$ cat src/codec_bias_pkg.sv
// Constants for the bias and mid-rail control register bank
package codec_bias_pkg;

  // ==========================================================================
  // Register indices on the control port
  localparam logic [7:0] ADDR_RESET_IDENTITY = 8'h00;
  localparam logic [7:0] ADDR_SILICON_REV    = 8'h01;
  localparam logic [7:0] ADDR_BIAS_CONTROL   = 8'h04;
  localparam logic [7:0] ADDR_MIDRAIL_CTRL   = 8'h05;
  localparam logic [7:0] ADDR_MIC_BIAS_CTRL  = 8'h06;
  localparam logic [7:0] ADDR_DAC_BIAS       = 8'h08;

  // ==========================================================================
  // Identity values (arbitrary neutral values)
  localparam logic [15:0] IDENTITY_DEFAULT = 16'h5a17;
  localparam logic [3:0]  REVISION_DEFAULT = 4'h3;

  // ==========================================================================
  // Field positions
  localparam int BIAS_SRC_BIT     = 4;
  localparam int BIAS_SCALE_LO    = 2;
  localparam int BIAS_STARTUP_BIT = 1;
  localparam int BIAS_NORMAL_BIT  = 0;
  localparam int MID_TIE_BIT      = 7;
  localparam int MID_UNUSED_BIT   = 6;
  localparam int MID_STARTUP_BIT  = 5;
  localparam int MID_SOFT_LO      = 3;
  localparam int MID_DIV_LO       = 1;
  localparam int MID_BUF_BIT      = 0;
  localparam int MIC_INSERT_LO    = 4;
  localparam int MIC_BUTTON_LO    = 2;
  localparam int MIC_DETECT_BIT   = 1;
  localparam int MIC_SUPPLY_BIT   = 0;
  localparam int DAC_BOOST_BIT    = 5;
  localparam int DAC_SCALE_LO     = 3;
  localparam int DAC_MID_LO       = 1;

  // ==========================================================================
  // Writable bit masks and reset values
  localparam logic [15:0] BIAS_MASK    = 16'h001f;
  localparam logic [15:0] MID_MASK     = 16'h00ff;
  localparam logic [15:0] MIC_MASK     = 16'h003f;
  localparam logic [15:0] DAC_MASK     = 16'h003e;
  localparam logic [15:0] BIAS_RESET   = 16'h0018;
  localparam logic [15:0] MID_RESET    = 16'h0000;
  localparam logic [15:0] MIC_RESET    = 16'h0000;
  localparam logic [15:0] DAC_RESET    = 16'h0000;

  // ==========================================================================
  // Field encodings
  localparam logic [1:0] SCALE_HALF      = 2'h0;
  localparam logic [1:0] SCALE_3Q        = 2'h1;
  localparam logic [1:0] SCALE_NORMAL    = 2'h2;
  localparam logic [1:0] SCALE_1P5       = 2'h3;
  localparam logic [1:0] SOFT_OFF        = 2'h0;
  localparam logic [1:0] SOFT_FAST       = 2'h1;
  localparam logic [1:0] SOFT_NOMINAL    = 2'h2;
  localparam logic [1:0] SOFT_SLOW       = 2'h3;
  localparam logic [1:0] DIV_OFF         = 2'h0;
  localparam logic [1:0] DIV_50K         = 2'h1;
  localparam logic [1:0] DIV_250K        = 2'h2;
  localparam logic [1:0] DIV_5K          = 2'h3;
  localparam logic [1:0] DAC_NORMAL      = 2'h0;
  localparam logic [1:0] DAC_HALF        = 2'h1;
  localparam logic [1:0] DAC_066         = 2'h2;
  localparam logic [1:0] DAC_075         = 2'h3;

endpackage

$ cat src/codec_bias_midrail_control_regs.sv
// Bias, mid-rail, microphone bias and DAC bias control register bank
//
// Design decision made here: the address-and-strobe port.

module codec_bias_midrail_control_regs
  import codec_bias_pkg::*;
#(
  parameter logic [15:0] IDENTITY_CODE = IDENTITY_DEFAULT,
  parameter logic [3:0]  REVISION_CODE = REVISION_DEFAULT
) (
  input  wire logic        clk_i,
  input  wire logic        rst_n_i,
  input  wire logic [7:0]  addr_i,
  input  wire logic [15:0] wdata_i,
  input  wire logic        wr_i,
  input  wire logic        rd_i,
  input  wire logic        spk_left_enable_i,
  input  wire logic        spk_right_enable_i,
  output logic      [15:0] rdata_o,
  output logic             output_bias_source_sel_o,
  output logic      [1:0]  master_bias_scale_o,
  output logic             startup_bias_on_o,
  output logic             normal_bias_enable_o,
  output logic             midrail_tie_lineout_left_o,
  output logic             midrail_tie_lineout_right_o,
  output logic             midrail_unused_pin_enable_o,
  output logic      [1:0]  midrail_soft_start_rate_o,
  output logic      [1:0]  midrail_divider_sel_o,
  output logic             midrail_buffer_enable_o,
  output logic      [1:0]  mic_insert_threshold_o,
  output logic      [1:0]  mic_button_threshold_o,
  output logic             mic_detect_enable_o,
  output logic             mic_supply_enable_o,
  output logic      [1:0]  dac_current_scale_o,
  output logic      [1:0]  dac_midrail_buffer_scale_o,
  output logic             dac_bias_boost_o
);

  // ==========================================================================
  // State
  typedef struct packed {
    logic        spk_l_meta;
    logic        spk_r_meta;
    logic        spk_l_sync;
    logic        spk_r_sync;
    logic [15:0] bias;
    logic [15:0] mid;
    logic [15:0] mic;
    logic [15:0] dac;
    logic [15:0] rdata;
    logic        src_sel;
    logic [1:0]  master_scale;
    logic        startup_on;
    logic        normal_on;
    logic        tie_l;
    logic        tie_r;
    logic        unused_tie;
    logic [1:0]  soft_rate;
    logic [1:0]  div_sel;
    logic        buf_on;
    logic [1:0]  mic_ins;
    logic [1:0]  mic_btn;
    logic        mic_det;
    logic        mic_sup;
    logic [1:0]  dac_scale;
    logic [1:0]  dac_mid;
    logic        dac_boost;
  } state_s;

  state_s st_r;
  state_s st_nxt;

  // Masked register update keeping unassigned bits at zero
  function automatic logic [15:0] masked(input logic [15:0] d, input logic [15:0] m);
    return d & m;
  endfunction

  // ==========================================================================
  // Next state
  always_comb begin
    st_nxt = st_r;
    // Speaker enables come from another block's pins, synchronised twice
    st_nxt.spk_l_meta = spk_left_enable_i;
    st_nxt.spk_r_meta = spk_right_enable_i;
    st_nxt.spk_l_sync = st_r.spk_l_meta;
    st_nxt.spk_r_sync = st_r.spk_r_meta;
    // Register writes
    if (wr_i) begin
      case (addr_i)
        ADDR_RESET_IDENTITY: begin
          st_nxt.bias = BIAS_RESET;
          st_nxt.mid  = MID_RESET;
          st_nxt.mic  = MIC_RESET;
          st_nxt.dac  = DAC_RESET;
        end
        ADDR_BIAS_CONTROL:  st_nxt.bias = masked(wdata_i, BIAS_MASK);
        ADDR_MIDRAIL_CTRL:  st_nxt.mid  = masked(wdata_i, MID_MASK);
        ADDR_MIC_BIAS_CTRL: st_nxt.mic  = masked(wdata_i, MIC_MASK);
        ADDR_DAC_BIAS:      st_nxt.dac  = masked(wdata_i, DAC_MASK);
        default: ;
      endcase
    end
    // Read data stands only in the cycle after the strobe
    st_nxt.rdata = 16'h0000;
    if (rd_i) begin
      case (addr_i)
        ADDR_RESET_IDENTITY: st_nxt.rdata = IDENTITY_CODE;
        ADDR_SILICON_REV:    st_nxt.rdata = {12'h000, REVISION_CODE};
        ADDR_BIAS_CONTROL:   st_nxt.rdata = st_r.bias;
        ADDR_MIDRAIL_CTRL:   st_nxt.rdata = st_r.mid;
        ADDR_MIC_BIAS_CTRL:  st_nxt.rdata = st_r.mic;
        ADDR_DAC_BIAS:       st_nxt.rdata = st_r.dac;
        default:             st_nxt.rdata = 16'h0000;
      endcase
    end
    // Control outputs decoded from the registered fields
    st_nxt.src_sel      = st_r.bias[BIAS_SRC_BIT];
    st_nxt.master_scale = st_r.bias[BIAS_SCALE_LO +: 2];
    st_nxt.startup_on   = st_r.bias[BIAS_STARTUP_BIT] | st_r.mid[MID_STARTUP_BIT];
    st_nxt.normal_on    = st_r.bias[BIAS_NORMAL_BIT];
    st_nxt.tie_l        = st_r.mid[MID_TIE_BIT] & ~st_r.spk_l_sync;
    st_nxt.tie_r        = st_r.mid[MID_TIE_BIT] & ~st_r.spk_r_sync;
    st_nxt.unused_tie   = st_r.mid[MID_UNUSED_BIT];
    st_nxt.soft_rate    = st_r.mid[MID_SOFT_LO +: 2];
    st_nxt.div_sel      = st_r.mid[MID_DIV_LO +: 2];
    st_nxt.buf_on       = st_r.mid[MID_BUF_BIT];
    st_nxt.mic_ins      = st_r.mic[MIC_INSERT_LO +: 2];
    st_nxt.mic_btn      = st_r.mic[MIC_BUTTON_LO +: 2];
    st_nxt.mic_det      = st_r.mic[MIC_DETECT_BIT];
    st_nxt.mic_sup      = st_r.mic[MIC_SUPPLY_BIT];
    st_nxt.dac_scale    = st_r.dac[DAC_SCALE_LO +: 2];
    st_nxt.dac_mid      = st_r.dac[DAC_MID_LO +: 2];
    st_nxt.dac_boost    = st_r.dac[DAC_BOOST_BIT];
  end

  // ==========================================================================
  // State register
  always_ff @(posedge clk_i or negedge rst_n_i) begin
    if (!rst_n_i) begin
      st_r              <= '0;
      st_r.bias         <= BIAS_RESET;
      st_r.src_sel      <= BIAS_RESET[BIAS_SRC_BIT];
      st_r.master_scale <= BIAS_RESET[BIAS_SCALE_LO +: 2];
    end else begin
      st_r <= st_nxt;
    end
  end

  // ==========================================================================
  // Outputs
  assign rdata_o                     = st_r.rdata;
  assign output_bias_source_sel_o    = st_r.src_sel;
  assign master_bias_scale_o         = st_r.master_scale;
  assign startup_bias_on_o           = st_r.startup_on;
  assign normal_bias_enable_o        = st_r.normal_on;
  assign midrail_tie_lineout_left_o  = st_r.tie_l;
  assign midrail_tie_lineout_right_o = st_r.tie_r;
  assign midrail_unused_pin_enable_o = st_r.unused_tie;
  assign midrail_soft_start_rate_o   = st_r.soft_rate;
  assign midrail_divider_sel_o       = st_r.div_sel;
  assign midrail_buffer_enable_o     = st_r.buf_on;
  assign mic_insert_threshold_o      = st_r.mic_ins;
  assign mic_button_threshold_o      = st_r.mic_btn;
  assign mic_detect_enable_o         = st_r.mic_det;
  assign mic_supply_enable_o         = st_r.mic_sup;
  assign dac_current_scale_o         = st_r.dac_scale;
  assign dac_midrail_buffer_scale_o  = st_r.dac_mid;
  assign dac_bias_boost_o            = st_r.dac_boost;
endmodule

$ cat config.mk
export PLATFORM = sky130hd
export DESIGN_NAME = codec_bias_midrail_control_regs
export DESIGN_NICKNAME = d
export VERILOG_FILES = /design/src/codec_bias_pkg.sv /design/src/codec_bias_midrail_control_regs.sv
export SDC_FILE = /design/constraint.sdc
export NUM_CORES = 1
export LEC_CHECK = 0
export ABC_AREA = 1
export BUFFER_PORTS_ARGS = -buffer_cell sky130_fd_sc_hd__buf_2
export CORE_ASPECT_RATIO = 2
export CORE_MARGIN = 2
export CORE_UTILIZATION = 46
export CTS_BUF_LIST = sky130_fd_sc_hd__clkbuf_4 sky130_fd_sc_hd__clkbuf_8
export CTS_CLUSTER_DIAMETER = 100
export CTS_CLUSTER_SIZE = 24
export DETAILED_ROUTE_END_ITERATION = 7
export PLACE_DENSITY = 0.71
export SLEW_MARGIN = 40
export SYNTH_ARGS = -nofsm -noshare
export SYNTH_HDL_FRONTEND = slang
export SYNTH_SLANG_ARGS = --single-unit
$ cat constraint.sdc
create_clock -name clk_i -period 2.3 [get_ports clk_i]
set_input_delay 0.46 -clock clk_i [delete_from_list [all_inputs] [get_ports clk_i]]
set_output_delay 0.46 -clock clk_i [all_outputs]
set_load 0.01 [all_outputs]
==> qor.yml <==
ff2ff_setup_slack_ps: 1350
stdcell_area_mm2: 0.002965
first_global_vias: 1647
fin_worst_skew_ps: 6.657
clkSlewWorstSetupHoldPaths_ps: 70
tritoncts: "done"
fin_crit_sh_pct: 62.80
period_needed_ps: 1444
nets: 310
postPlaceCellArea_mm2: 0.002755
path_class: "reg2out"
gr-usage-all-layers_pct: 16.91
cts_buffers: 9
use_met3_pct: 4.762
final_cell_mix: "dfrtp_1 (57), buf_2 (57), nand3_1 (43)"
maxCapViolCount: 0
top_usage_layer: "met2"
chipHeight_um: 111.8
grt_overflow: 0
start_kind: "flip-flop"
die_w_um: 57.90
comb_power_share_pct: 6.8
cts_resized: 0
crit_fanout: 1
arrival_ps: 980
p_leak_nw: 1.601
use_met2_pct: 27.95
syn_avg_cell_area_um2: 11.00
drtPass1Iterations: 4
hpwlAfterDp_um: 3365
portBuffers: 57
area_delta_synth_final_pct: 10.95
ff2ff_path_depth: 4
hold_buffers: 0
dieArea_mm2: 0.006472
timing.rr.end: "rdata_o[3]"
syn_inst: 243
clock_sinks: 61
crit_path_end_kind: "output port"
post-cts-setup-buffers: 0
crit_family: "flip-flops"
drt-total-wl_um: 4726
routedWlPerCell_um: 13.66
clock_latency_ps: 340
seqPwrFrac_pct: 50.5
yosysUniqueCellTypes: 23
drtIter0Drc: 35
coreArea_mm2: 0.005660
rsz0062_at_grt: "false"
p_total_mw: 2.294
grt_antenna_before_repair: 0
num_antenna_cells: 0
drv_slew: 0
p_clk_share_pct: 42.6
worstPathRequired_ps: 1840
ys_ff_latch: 61
ir_drop_uv: 473.9
p_sw_share_pct: 22.80
worst_path_largest_cell_delay_ps: 520
internal_power_mw: 1.771
grt_start_max_net_pins: 62
drtAntennaViolNets: 0
fmax_mhz: 692.3
fin_tns_setup_ps: 0
net-switching-power_uw: 523.0
yosysWarnings: 0
cts_max_path_buffers: 2
syn_area_mm2: 0.002673
pwr_density_cell_mw_per_mm2: 773.6
crit_buf_inv: 1
initial_core_util_pct: 47.21
dr_total_vias: 1677
clk_root_buffer_cell: "clkbuf_8"
hold_violations: 0
num_io_pins: 70
num_rows: 39
h-tree-depth: 3
slowest_stage: "dfstp_2"
status: "completed"
drcViolationCount: 0
hold_class: "in2async"
routabilityCongestion: 0.8262
viasPerCell: 4.847
rr_startpoint: "st_nxt[22]"
setup_violations: 0
ys_seq_area_share_pct: 57.30
grt.met1_usage_pct: 18.30
drive_above_1_share_pct: 38.25
grt_pass1_wl_um: 7955
worstPathCellList: "buf_2"
## how the worst max path moves through the flow
stage | end | startpoint | cells after the start
after floorplan | st_nxt[7] | addr_i[4] | 8
after global placement | st_nxt[22] | addr_i[4] | 8
after detailed placement | st_nxt[23] | addr_i[4] | 8
after CTS | output_bias_source_sel_o | output_bias_source_sel_o | 1
after global routing | st_nxt[22] | addr_i[4] | 8
final | output_bias_source_sel_o | output_bias_source_sel_o | 1
## power groups by stage
stage / clock network (mW) / logic, mW / registers, mW
2_1_floorplan: 0 / 0.101 / 1.18
3_3_place_gp: 0 / 0.156 / 1.18
3_5_place_dp: 0 / 0.161 / 1.18
4_1_cts: 0.998 / 0.161 / 1.16
5_1_grt: 1.05 / 0.176 / 1.16
6_report: 0.978 / 0.157 / 1.16
## layer usage
metal / vias to the layer above / routed length, um
li1: 830 / -
met1: 791 / 1808
met2: 43 / 2567
met3: 13 / 204
met4: 0 / 145
met5: - / 0
## worst reg2reg max path, cell delays in order (launching register included)
cell	delay [ps]
dfstp_2	560
nand3_1	80
nand2_1	60
nor2_1	40
nor2_1	120
## per-stage QoR
| stage | utilization [%] | setup WS [ps] | hold WS, ps | std cells |
|---|---|---|---|---|
| 6_report | 52.39 | 855.6 | 109.4 | 346 |
| 4_1_cts | 52.39 | 842.8 | 121.5 | 346 |
| 3_5_place_dp | 48.67 | 556.9 | 337.1 | 330 |
| 2_1_floorplan | - | 936.7 | 164.4 | 246 |
| 5_1_grt | 52.39 | 780.9 | 129.0 | 346 |
| 3_3_place_gp | 48.67 | 551.5 | 332.7 | 330 |
## kinds of logic after synthesis
| family | after synthesis | share of synthesized area (%) |
|---|---|---|
| AOI/OAI and AO/OA | 23 | 5.431 |
| buffers and inverters | 58 | 15.12 |
| DFF | 61 | 57.30 |
| and+or+nand+nor | 100 | 22.00 |
| other | 1 | 0.1403 |
## state kept, by name, indices dropped and copies added, names as in the netlist, 2 cells and up
signal                      count
mic_button_threshold_o          2
midrail_divider_sel_o           2
st_nxt                         23
dac_current_scale_o             2
mic_insert_threshold_o          2
rdata_o                         9
st_r                            5
midrail_soft_start_rate_o       2
master_bias_scale_o             2
dac_midrail_buffer_scale_o      2
## area by class of cell
| type | instances | area (um2) |
|---|---|---|
| clock inverter | 3 | 43.79 |
| multi-input combinational | 127 | 748.2 |
| inverter | 21 | 78.83 |
| fill | 493 | 2695 |
| timing repair buffer | 60 | 320.3 |
| clock buffer | 13 | 166.4 |
| sequential | 61 | 1531 |
| tap | 61 | 76.32 |
## cells in the mapped netlist
master   number  area share, %
dfrtp_1      57             53
nand2_1      13            1.8
nand2_4       1           0.42
nor3_1        1           0.19
buf_12        2            1.5
o21ai_0       3           0.56
nand4_4       1           0.80
dfstp_2       4            3.9
nor2_4        5            2.1
buf_8         1           0.56
nor2_1       21            2.9
o21ai_2       8            2.6
nand3_2       6            2.2
nand2_2       4           0.94
buf_4        30            8.4
nand3_4       3            2.0
nor3b_1       1           0.28
o21ai_1      12            2.2
inv_1        21            2.9
nand3_1      43            8.1
buf_6         4            1.7
conb_1        1           0.14
or2_2         1           0.23
Note: power is estimated with default switching activity, not from simulation.
